==> src/design/umw_pkg.sv <==
// Constants and types for the multiply-working-register-by-file datapath
package umw_pkg;
  localparam logic [6:0] UMW_OPCODE = 7'h01;
  localparam int UMW_OP_MSB = 15;
  localparam int UMW_OP_LSB = 9;
  localparam int UMW_SEL_BIT = 8;
  localparam int UMW_ADDR_MSB = 7;
  localparam int UMW_ADDR_LSB = 0;
  localparam int UMW_PROD_HI_MSB = 15;
  localparam int UMW_PROD_HI_LSB = 8;
  localparam int UMW_PROD_LO_MSB = 7;
  localparam int UMW_PROD_LO_LSB = 0;
  localparam logic [11:0] UMW_ADDR_RESET = 12'h000;
  localparam logic [15:0] UMW_PROD_RESET = 16'h0000;
  localparam logic [7:0] UMW_INDEX_LIMIT = 8'h5F;
  // Quick-access bank: offsets below 0x60 map to bank 0, the rest to the top bank
  localparam logic [7:0] UMW_ACCESS_SPLIT = 8'h60;
  localparam logic [3:0] UMW_BANK_LOW = 4'h0;
  localparam logic [3:0] UMW_BANK_HIGH = 4'hF;
  localparam logic [7:0] UMW_BYTE_RESET = 8'h00;
  typedef enum logic [1:0] {UMW_Q1, UMW_Q2, UMW_Q3, UMW_Q4} umw_phase_t;
endpackage

==> src/design/umw_multiply_w_by_file.sv <==
// Datapath executing the multiply-working-register-by-file instruction
`timescale 1ns/1ps
module umw_multiply_w_by_file
  import umw_pkg::*;
(
  input wire logic ref_clk,
  input wire logic nrst,
  input wire logic [15:0] instrWord,
  input wire logic instrValid,
  input wire logic extendedEnable,
  input wire logic [3:0] bankSelect,
  input wire logic [7:0] indexBase,
  input wire logic [7:0] workingReg,
  output logic [11:0] fileAddr,
  output logic fileRead,
  input wire logic [7:0] fileData,
  output logic [7:0] productHigh,
  output logic [7:0] productLow,
  output logic productWrite,
  output logic busy
);

  // ************************************************************
  // Reset release
  // ************************************************************
  // Reset is applied at once but lifted two edges later, so no flop
  // leaves reset on an edge that races the release of the pin.
  logic nrstMeta_reg;
  logic nrstSync_reg;
  always_ff @(posedge ref_clk or negedge nrst)
  begin
    if (!nrst)
    begin
      nrstMeta_reg <= 1'h0;
      nrstSync_reg <= 1'h0;
    end
    else
    begin
      nrstMeta_reg <= 1'h1;
      nrstSync_reg <= nrstMeta_reg;
    end
  end

  // ************************************************************
  // Decode and address resolution
  // ************************************************************
  // True when the word carries this instruction's opcode
  function automatic logic opcodeMatch(input logic [15:0] word);
    return word[UMW_OP_MSB:UMW_OP_LSB] == UMW_OPCODE;
  endfunction

  // Quick-access bank: low addresses land in the bottom bank, the rest in
  // the top bank, so both ends stay reachable without the bank select.
  function automatic logic [11:0] quickAddr(input logic [7:0] f);
    logic [3:0] bank;
    bank = (f < UMW_ACCESS_SPLIT) ? UMW_BANK_LOW : UMW_BANK_HIGH;
    return {bank, f};
  endfunction

  // Indexed mode: the literal offset is added to the index base
  function automatic logic [11:0] indexedAddr(input logic [7:0] base, input logic [7:0] f);
    return 12'(base) + 12'(f);
  endfunction

  // Selector high always uses the bank select; indexing needs selector low
  function automatic logic [11:0] resolveAddr(input logic sel,
                                              input logic [7:0] f,
                                              input logic ext,
                                              input logic [3:0] bank,
                                              input logic [7:0] base);
    logic [11:0] a;
    if (sel)
      a = {bank, f};
    else if (ext && f <= UMW_INDEX_LIMIT)
      a = indexedAddr(base, f);
    else
      a = quickAddr(f);
    return a;
  endfunction

  logic isMul;
  logic selBit;
  logic [7:0] fileField;
  logic [11:0] resolvedAddr;
  assign selBit = instrWord[UMW_SEL_BIT];
  assign fileField = instrWord[UMW_ADDR_MSB:UMW_ADDR_LSB];
  assign isMul = instrValid && opcodeMatch(instrWord);
  assign resolvedAddr = resolveAddr(selBit, fileField, extendedEnable, bankSelect, indexBase);

  // ************************************************************
  // Phase sequencer
  // ************************************************************
  umw_phase_t phase_reg;
  umw_phase_t phase_next;
  logic active_reg;
  logic active_next;
  logic takeInstr;

  // Words offered while busy are dropped without a sign: there is no queue,
  // the fetch side must hold its word until the sequencer is back in Q1.
  assign takeInstr = (phase_reg == UMW_Q1) && !active_reg && isMul;

  always_comb
  begin
    phase_next = phase_reg;
    active_next = active_reg;
    unique case (phase_reg)
      UMW_Q1:
      begin
        if (takeInstr)
        begin
          phase_next = UMW_Q2;
          active_next = 1'h1;
        end
      end
      UMW_Q2: phase_next = UMW_Q3;
      UMW_Q3: phase_next = UMW_Q4;
      UMW_Q4:
      begin
        phase_next = UMW_Q1;
        active_next = 1'h0;
      end
    endcase
  end

  always_ff @(posedge ref_clk or negedge nrstSync_reg)
  begin
    if (!nrstSync_reg)
      phase_reg <= UMW_Q1;
    else
      phase_reg <= phase_next;
  end

  always_ff @(posedge ref_clk or negedge nrstSync_reg)
  begin
    if (!nrstSync_reg)
      active_reg <= 1'h0;
    else
      active_reg <= active_next;
  end

  // ************************************************************
  // Operand capture
  // ************************************************************
  logic [11:0] addr_reg;
  logic [7:0] wCopy_reg;
  logic [7:0] fCopy_reg;

  // Address and working register are latched at the take, so the fetch
  // side may move on while the instruction runs.
  always_ff @(posedge ref_clk or negedge nrstSync_reg)
  begin
    if (!nrstSync_reg)
      addr_reg <= UMW_ADDR_RESET;
    else if (takeInstr)
      addr_reg <= resolvedAddr;
  end

  always_ff @(posedge ref_clk or negedge nrstSync_reg)
  begin
    if (!nrstSync_reg)
      wCopy_reg <= UMW_BYTE_RESET;
    else if (takeInstr)
      wCopy_reg <= workingReg;
  end

  // Read-only copy of the file byte, taken at the end of Q2
  always_ff @(posedge ref_clk or negedge nrstSync_reg)
  begin
    if (!nrstSync_reg)
      fCopy_reg <= UMW_BYTE_RESET;
    else if (phase_reg == UMW_Q2)
      fCopy_reg <= fileData;
  end

  // ************************************************************
  // Compute
  // ************************************************************
  function automatic logic [15:0] mulBytes(input logic [7:0] a, input logic [7:0] b);
    return 16'(a) * 16'(b);
  endfunction

  logic [15:0] product_reg;
  logic [15:0] product_next;
  assign product_next = mulBytes(wCopy_reg, fCopy_reg);

  always_ff @(posedge ref_clk or negedge nrstSync_reg)
  begin
    if (!nrstSync_reg)
      product_reg <= UMW_PROD_RESET;
    else if (phase_reg == UMW_Q3)
      product_reg <= product_next;
  end

  // ************************************************************
  // Product pair write
  // ************************************************************
  // Only the pair is written: there are no flag outputs, so a zero or
  // full-scale product leaves the status word as it was.
  logic productWrite_next;
  assign productWrite_next = phase_reg == UMW_Q4;

  always_ff @(posedge ref_clk or negedge nrstSync_reg)
  begin
    if (!nrstSync_reg)
      productWrite <= 1'h0;
    else
      productWrite <= productWrite_next;
  end

  always_ff @(posedge ref_clk or negedge nrstSync_reg)
  begin
    if (!nrstSync_reg)
      productHigh <= UMW_BYTE_RESET;
    else if (productWrite_next)
      productHigh <= product_reg[UMW_PROD_HI_MSB:UMW_PROD_HI_LSB];
  end

  always_ff @(posedge ref_clk or negedge nrstSync_reg)
  begin
    if (!nrstSync_reg)
      productLow <= UMW_BYTE_RESET;
    else if (productWrite_next)
      productLow <= product_reg[UMW_PROD_LO_MSB:UMW_PROD_LO_LSB];
  end

  assign fileAddr = addr_reg;
  assign fileRead = phase_reg == UMW_Q2;
  assign busy = active_reg;
endmodule // umw_multiply_w_by_file

==> config.mk <==
export PLATFORM = sky130hd
export DESIGN_NAME = umw_multiply_w_by_file
export DESIGN_NICKNAME = d
export VERILOG_FILES = /design/src/design/umw_pkg.sv /design/src/design/umw_multiply_w_by_file.sv
export SDC_FILE = /design/constraint.sdc
export NUM_CORES = 1
export LEC_CHECK = 0
export BUFFER_PORTS_ARGS = -buffer_cell sky130_fd_sc_hd__buf_2
export CORE_ASPECT_RATIO = 0.5
export CORE_MARGIN = 2
export CORE_UTILIZATION = 38
export DETAILED_ROUTE_END_ITERATION = 10
export SLEW_MARGIN = 15
export SYNTH_ARGS = -nofsm -noshare
export SYNTH_HDL_FRONTEND = slang
export SYNTH_SLANG_ARGS = --single-unit
==> constraint.sdc <==
create_clock -name ref_clk -period 4.8 [get_ports ref_clk]
set_clock_uncertainty 0.15 [all_clocks]
set_input_delay 0.48 -clock ref_clk [delete_from_list [all_inputs] [get_ports ref_clk]]
set_output_delay 0.48 -clock ref_clk [all_outputs]
set_load 0.02 [all_outputs]
==> out/summary.txt, run 1 <==
Overflow after GRT - 0
Fmax - 222 MHz
# setup viols final - 0
Drt first-iter violations - 113
Critical Path Fanout Max - 9
Vias/cell - 4.88
Post-CTS Setup Inserts - 0
Worst hold start - nrstMeta_reg$_DFF_PN0_
Mapped cell area - 5050 sq um
DRC Markers - 0
Fin util - 0.466
Max Cap Violations - 0
Asr flop ratio synth - 1.00
Final GP Congestion - 0.842
First-pass GRT wire length - 18.1 mm
Final ANT Viol Nets - 0
Largest register FFs - 16
H-tree level count - 3
CP max-delay cell - fa_1
# nets final - 686
I/O pins - 79
Post-route cell area - 5960 sq um
Post-synth cell types - 47
Post-DP Area - 5620 sq um
Combinational family with the most area after synthesis - adder cells
Slew Limit Headroom - 0.439
CP startpoint - wCopy_reg[2]$_DFFE_PN0P_
Vias in the first global route - 3,789
Register area - 1650 sq um
1st-pass router iterations - 4
Clock Tree Buf Depth - 2
Post-synthesis mux area share - 0.106
Crit. End Element - flop
Latest clock arrival within the worst-skew pair - 0.33 ns
Top cells by area, synth - dfrtp_1 33%, fa_1 15%, ha_1 12%
Leak pwr - 3.27 nW
Post-synth top area cell - dfrtp_1
Status - complete, no violations
Fillcell total - 1,179
Post-synthesis compound-gate area fraction - 0.0861
Hold/Removal Path Class - reg -> reg
Synth Instances - 467
Post-Synth Adder-Cell Area - 0.268
Initial Util - 0.395
CTS tree - done
RR Startpoint - wCopy_reg[2]$_DFFE_PN0P_
Syn nets - 601
P per Cell Area - 228 nW/um^2
Post-Synth XOR/XNOR Area - 0.0225
Yosys warning count - 0
Sw frac - 0.226
Prevailing post-synth register cell - dfrtp_1
Die X - 167 microns
Post-synthesis register bit count - 66
Tcrit/Tclk final - 0.936
CTS root buffer - clkbuf_16
Crit-path leading delay family - adder cells
Drt wl/cell - 14.0 microns
CP bufs+invs - 2
Clock Power Share - 0.533
Tot GR Track Use - 0.159
Pin count of the biggest net entering global routing - 65
Final hold slack - 0.200 ns
Die Height - 85.6 microns
Worst-path clk slew - 0.06 ns
Initial antenna violation count - 2
Tot Pwr - 1.36 mW
Sequential Power Share - 0.411
Crit path arrival time - 4.55 ns
Final TNS setup - 0 ns
Total CTS buffers - 9
RSZ-0062 raised after global routing - false
Mean Syn Cell Area - 10.8 sq um
Port buffer count - 78
Most used cell, CP - fa_1
Layout cell share with drive strength beyond 1 - 0.275
Worst path cell trace - and2_1 -> fa_1 -> fa_1 -> fa_1 -> inv_1 -> fa_1 -> inv_1 -> ha_1 -> a21oi_2 -> o211ai_2 -> a31oi_2 -> xnor2_1 -> mux2_2
Post-synth EDFFs - 0
Comb power frac - 0.057
Synth Area in Simple Gates - 0.137
Final hold violations - 0
Nature of the critical path startpoint - flop
Dpl hpwl - 7.88 mm
Slowest stage delay, CP - 0.54 ns
Sequential area share after synthesis - 0.327
Synth-to-Final Area Change - 18.0%
Worst slew pin tran - 0.841 ns
Core Footprint - 12,800 sq um
Int Pwr - 1.05 mW
Share of the synthesized area in the top cell type - 0.327
Slew Viols, Final - 0
WP data required - 4.86 ns
Vias - 3,549
Die outline area - 14,300 sq um
# rows - 29
Psw - 307 uW
Area of the multi-input gates - 3130 sq um
Peak supply drop - 0.131 mV
CP Class - reg -> reg
Fin crit period - 4.50 ns
CTS sink cnt - 66
Routed WL - 10.2 mm
==> metrics by stage <==
step	instances	worst slack (ns)
6_report	728	0.305
5_1_grt	727	0.0441
4_1_cts	727	0.270
3_5_place_dp	710	0.304
3_3_place_gp	710	0.322
2_1_floorplan	467	0.596
==> cells by family (layout without fill, tap and decap cells) <==
kind of cell	Yosys count	count (layout)
DFF	66	66
xor gates and xnor gates	13	13
other	1	2
buffers and inverters	63	153
adders and majority gates	86	86
AOI/OAI and AO/OA	66	66
muxes	48	48
and+or+nand+nor	124	124
==> timing repair <==
item | in CTS | in global routing
resized for setup | 0 | 0
hold buffers | 1 | 0
hold endpoints to repair | 2 | 0
==> cell usage in the layout, fill, tap and decap left out, drive strengths merged, types with 2 or more instances in the layout <==
| cell | Yosys | routed |
|---|---|---|
| nand2 | 44 | 44 |
| clkbuf | 3 | 9 |
| bufinv | 0 | 2 |
| a21o | 5 | 5 |
| clkinv | 0 | 3 |
| nand3 | 3 | 3 |
| nor3 | 5 | 5 |
| dfrtp | 66 | 66 |
| a211oi | 2 | 2 |
| o31ai | 5 | 5 |
| inv | 54 | 55 |
| xnor2 | 12 | 12 |
| ha | 49 | 49 |
| nand2b | 3 | 3 |
| nor2 | 2 | 2 |
| and3 | 2 | 2 |
| nor2b | 8 | 8 |
| and2 | 51 | 51 |
| mux2 | 44 | 44 |
| mux2i | 4 | 4 |
| a31oi | 3 | 3 |
| a21oi | 18 | 18 |
| fa | 37 | 37 |
| o211ai | 4 | 4 |
| o21ai | 21 | 21 |
| o21a | 4 | 4 |
| buf | 6 | 82 |
==> final timing paths <==
| kind | to | slack, ns | cells after the start |
|---|---|---|---|
| worst max register to register | product_reg[12]$_DFFE_PN0P_ | 0.30 | 13 |
| worst min register to register | nrstSync_reg$_DFF_PN0_ | 0.20 | 0 |
| max in group asynchronous | product_reg[1]$_DFFE_PN0P_ | 3.65 | 1 |
| worst min-delay path | nrstSync_reg$_DFF_PN0_ | 0.20 | 0 |
| worst max-delay path | product_reg[12]$_DFFE_PN0P_ | 0.30 | 13 |
| min in group asynchronous | fileAddr[1]$_DFFE_PN0P_ | 0.28 | 1 |
==> Yosys cell counts (4+ instances only) <==
cell type	instances
dfrtp_1	66
inv_1	54
and2_1	51
ha_1	49
nand2_1	44
mux2_2	43
fa_1	37
o21ai_0	21
a21oi_1	17
xnor2_1	12
nor2b_1	8
nor3_1	5
o31ai_1	5
a21o_1	4
mux2i_1	4
o21a_1	4
==> power groups by stage <==
stage	Combinational [mW]	Clock, mW	Sequential [mW]
final	0.0768	0.724	0.557
after global routing	0.0882	0.766	0.557
after CTS	0.0788	0.742	0.557
after detailed placement	0.0779	0	0.568
after global placement	0.0770	0	0.568
after floorplan	0.0357	0	0.575
==> metal layers <==
metal,wire length [microns],global-route usage
met5,7,0
met4,181,0.0502
met3,591,0.0480
met2,4500,0.264
met1,4910,0.201
==> layout make-up <==
class                      count  share of cell area
antenna                        1            0.000420
timing repair buffer          83              0.0722
inverter                      54              0.0340
multi-input combinational    338               0.526
sequential                    66               0.277
clock buffer                   9              0.0378
tap                          170              0.0357
clock inverter                 7              0.0172
No activity file was read; power rests on OpenSTA's default activity.
==> run 2, diff against run 1 <==
--- a/config.mk
+++ b/config.mk
@@ -5,7 +5,7 @@
 export SDC_FILE = /design/constraint.sdc
 export NUM_CORES = 1
 export LEC_CHECK = 0
-export BUFFER_PORTS_ARGS = -buffer_cell sky130_fd_sc_hd__buf_2
+export BUFFER_PORTS_ARGS = -buffer_cell sky130_fd_sc_hd__buf_4
 export CORE_ASPECT_RATIO = 0.5
 export CORE_MARGIN = 2
 export CORE_UTILIZATION = 38
==> out/summary.txt, run 2 (same netlist as run 1, synthesis figures left out) <==
Worst R2R Setup Slack - 0.31 ns
Tot GR Track Use - 0.161
Post-DP Area - 5820 sq um
Leak pwr - 3.32 nW
Ant. Diodes - 0
Synth-to-Final Area Change - 22.1%
I/O pins - 79
CTS root buffer - clkbuf_16
# setup viols final - 0
Clock Tree Buf Depth - 2
CTS sink cnt - 66
CP Class - reg -> reg
Pin count of the biggest net entering global routing - 65
Post-route setup slack - 0.307 ns
Initial antenna violation count - 0
Final TNS setup - 0 ns
Drt first-iter violations - 87
Port buffer count - 78
Critical Path Fanout Max - 9
DRC Markers - 0
Worst slew pin tran - 0.849 ns
H-tree level count - 3
Fin crit period - 4.49 ns
Worst hold start - nrstMeta_reg$_DFF_PN0_
Most common cell after layout, fill and taps aside - buf_4
Place WS - 0.309 ns
Worst-path clk slew - 0.06 ns
Area of the multi-input gates - 3130 sq um
Overflow after GRT - 0
P per Cell Area - 228 nW/um^2
Final GP Congestion - 0.836
Final ANT Viol Nets - 0
Post-CTS sizing - 0
WP data required - 4.87 ns
Vias - 3,530
Total CTS buffers - 9
CP startpoint - wCopy_reg[2]$_DFFE_PN0P_
Nature of the critical path startpoint - flop
Layout cell share with drive strength beyond 1 - 0.275
Slew Limit Headroom - 0.434
Final hold violations - 0
CTS tree - done
Vias/cell - 4.86
# nets final - 686
Register area - 1650 sq um
RSZ-0062 raised after global routing - false
# rows - 29
Die Height - 85.6 microns
Tot Pwr - 1.41 mW
Max Cap Violations - 0
Die X - 167 microns
Post-route cell area - 6170 sq um
1st-pass router iterations - 4
Drt wl/cell - 14.2 microns
First-pass GRT wire length - 18.2 mm
Routed WL - 10.3 mm
Fmax - 223 MHz
Die outline area - 14,300 sq um
Dpl hpwl - 8.08 mm
Initial Util - 0.395
Largest register FFs - 16
Latest clock arrival within the worst-skew pair - 0.34 ns
RR Startpoint - wCopy_reg[2]$_DFFE_PN0P_
Most frequent cells in the layout - 82 x buf_4, 65 x dfrtp_1, 54 x inv_1
Hold/Removal Path Class - reg -> reg
Fin util - 0.482
Tcrit/Tclk final - 0.936
Vias in the first global route - 3,710
Fillcell total - 1,164
Slew Viols, Final - 0
Core Footprint - 12,800 sq um
Crit path arrival time - 4.56 ns
Status - complete, no violations
Peak supply drop - 0.184 mV
Crit. End Element - flop
## run 2: changes by cell type in the layout (fill, tap and decap cells not counted)
cell	before	now
inv_6	1	0
diode_2	1	0
clkinv_2	0	2
bufinv_16	2	3
clkinv_4	3	2
buf_4	4	82
clkinvlp_4	1	0
buf_2	78	0
## run 2: layout make-up
type | count | share of cell area
clock buffer | 9 | 0.0365
sequential | 66 | 0.268
clock inverter | 7 | 0.0191
multi-input combinational | 338 | 0.508
timing repair buffer | 83 | 0.101
inverter | 54 | 0.0328
tap | 170 | 0.0345
## run 2: timing repair
action	4_1_cts	5_1_grt
hold endpoints to repair	2	0
setup buffers	0	0
hold buffers	1	0
## run 2: stage by stage
stage               cells  hold WS [ns]
floorplan             467        0.0344
global route          727         0.205
global placement      710         0.113
finish                727         0.210
detailed placement    710         0.114
CTS                   727         0.206
## run 2: final timing paths
| path | end | cells past startpoint |
|---|---|---|
| max in group asynchronous | product_reg[5]$_DFFE_PN0P_ | 1 |
| max reg2reg | product_reg[11]$_DFFE_PN0P_ | 13 |
| min reg2reg | nrstSync_reg$_DFF_PN0_ | 0 |
| min | nrstSync_reg$_DFF_PN0_ | 0 |
| min in group asynchronous | fileAddr[1]$_DFFE_PN0P_ | 1 |
| max | product_reg[11]$_DFFE_PN0P_ | 13 |
## run 2: critical path: stages (launching register included)
cell and delay, ns:
dfrtp_1 0.49, and2_1 0.23, fa_1 0.49, fa_1 0.52, fa_1 0.55, inv_1 0.06, fa_1 0.53, inv_1 0.04
ha_1 0.34, a21oi_1 0.21, nand2_1 0.09, o21ai_0 0.31, xnor2_1 0.11, mux2_2 0.27
## run 2: power breakdown
group	switching (mW)	internal (mW)	total [mW]
clock	0.258	0.507	0.765
combinational	0.0414	0.0453	0.0868
sequential	0.000214	0.557	0.558
## run 2: routing by layer
layer,vias up,share of wire,global-route usage
met3,7,0.060,0.0535
met5,-,0,0
met2,67,0.45,0.263
met4,0,0.0090,0.0423
li1,1723,-,-
met1,1733,0.48,0.208
==> run 3, diff against run 2 <==
--- a/config.mk
+++ b/config.mk
@@ -6,7 +6,6 @@
 export NUM_CORES = 1
 export LEC_CHECK = 0
 export BUFFER_PORTS_ARGS = -buffer_cell sky130_fd_sc_hd__buf_4
-export CORE_ASPECT_RATIO = 0.5
 export CORE_MARGIN = 2
 export CORE_UTILIZATION = 38
 export DETAILED_ROUTE_END_ITERATION = 10
==> out/summary.txt, run 3 (same netlist as run 1, synthesis figures left out) <==
Status - complete, no violations
Die Height - 119 microns
# setup viols final - 0
Layout cell share with drive strength beyond 1 - 0.269
Worst slew pin tran - 0.838 ns
Synth-to-Final Area Change - 20.6%
Largest register FFs - 16
CP Class - reg -> reg
Die X - 119 microns
Final ANT Viol Nets - 0
Latest clock arrival within the worst-skew pair - 0.33 ns
Initial antenna violation count - 0
Max Cap Violations - 0
Crit. End Element - flop
RSZ-0062 raised after global routing - false
CTS sink cnt - 66
Tot GR Track Use - 0.166
Overflow after GRT - 0
Slew Viols, Final - 0
Finished Layout Cells - 730
P per Cell Area - 205 nW/um^2
Post-CTS Setup Inserts - 0
Dpl hpwl - 8.14 mm
Crit path arrival time - 4.56 ns
Post-DP Area - 5810 sq um
Place WS - 0.301 ns
Vias in the first global route - 3,918
Nature of the critical path startpoint - flop
Post-route cell area - 6090 sq um
CTS root buffer - clkbuf_16
Highest metal used - met4
H-tree level count - 3
Post-route setup slack - 0.312 ns
Vias - 3,559
Initial Util - 0.385
Post-placement cell count - 714
Clock Tree Buf Depth - 2
Vias/cell - 4.88
First-pass GRT wire length - 18.5 mm
Drt wl/cell - 14.4 microns
Die outline area - 14,200 sq um
Ant. Diodes - 0
WP data required - 4.87 ns
Tcrit/Tclk final - 0.935
Slew Limit Headroom - 0.441
Final hold slack - 0.203 ns
Worst-path clk slew - 0.05 ns
I/O pins - 79
CTS tree - done
Final GP Congestion - 0.845
Final TNS setup - 0 ns
# nets final - 684
Routed wl met3 - 509 microns
Fmax - 223 MHz
Met2 WL post-DR - 5.28 mm
Peak supply drop - 0.144 mV
Final hold violations - 0
Critical Path Fanout Max - 9
Pin count of the biggest net entering global routing - 65
Core Footprint - 13,100 sq um
Most frequent cells in the layout - 80 x buf_4, 64 x dfrtp_1, 54 x inv_1
Port buffer count - 78
Worst R2R Setup Slack - 0.31 ns
DRC Markers - 0
Total CTS buffers - 9
Hold/Removal Path Class - reg -> reg
# rows - 42
Drt first-iter violations - 130
Fin crit period - 4.49 ns
Met1 wire length - 4.52 mm
Leak pwr - 3.27 nW
1st-pass router iterations - 6
Most common cell after layout, fill and taps aside - buf_4
Routed WL - 10.5 mm
run 3: changes by cell type in the layout (fill, tap and decap cells not counted), sizes merged:
cell	change
clkinvlp	+1
clkinv	-3
buf	-2
clkbuf	+4
bufinv	-3
run 3: power by group:
part	leakage (nW)	total (mW)	switching (mW)	internal, mW
logic	2.23	0.0879	0.0424	0.0455
clock network	0.132	0.604	0.230	0.374
registers	0.905	0.558	0.000200	0.558
run 3: layer usage:
| metal | GRT usage | vias to the layer above |
|---|---|---|
| met3 | 0.0479 | 14 |
| met4 | 0.0588 | 0 |
| met1 | 0.197 | 1759 |
| met2 | 0.285 | 74 |
| met5 | 0 | - |
| li1 | - | 1712 |
run 3: final cells by class:
| cell class | count | area [sq um] |
|---|---|---|
| clock buffers | 13 | 260 |
| clock inverters | 2 | 12.5 |
| repair buffers | 81 | 611 |
| flip-flops and latches | 66 | 1650 |
| multi-input cells | 338 | 3130 |
| fillers | 1251 | 7040 |
| well taps | 176 | 220 |
| inverters | 54 | 203 |
run 3: repair_timing:
action                                  4_1_cts  5_1_grt
endpoints found under the setup margin        0        1
endpoints found under the hold margin         2        0
resized for setup                             0        1
hold buffers                                  1        0
run 3: path summary, 6_finish.rpt:
check	start	to	cells after the start
setup / recovery	fCopy_reg[4]$_DFFE_PN0P_	product_reg[11]$_DFFE_PN0P_	13
hold / removal	nrstMeta_reg$_DFF_PN0_	nrstSync_reg$_DFF_PN0_	0
setup reg to reg	fCopy_reg[4]$_DFFE_PN0P_	product_reg[11]$_DFFE_PN0P_	13
hold reg to reg	nrstMeta_reg$_DFF_PN0_	nrstSync_reg$_DFF_PN0_	0
max in group asynchronous	nrstSync_reg$_DFF_PN0_	fCopy_reg[7]$_DFFE_PN0P_	1
min in group asynchronous	nrstSync_reg$_DFF_PN0_	wCopy_reg[6]$_DFFE_PN0P_	1
run 3: metrics by stage:
stage | utilization | power, mW
floorplan | - | 0.611
global placement | 0.442 | 0.655
detailed placement | 0.442 | 0.657
CTS | 0.464 | 1.27
global route | 0.464 | 1.30
finish | 0.464 | 1.25
run 3: worst max-delay path: stages (launching register included):
cell and delay, ns:
dfrtp_1 0.49, and2_1 0.22, fa_1 0.56, fa_1 0.44, fa_1 0.56, inv_1 0.06, fa_1 0.53, inv_1 0.04
ha_1 0.34, a21oi_1 0.19, nand2_1 0.09, o21ai_0 0.34, xnor2_1 0.10, mux2_2 0.27
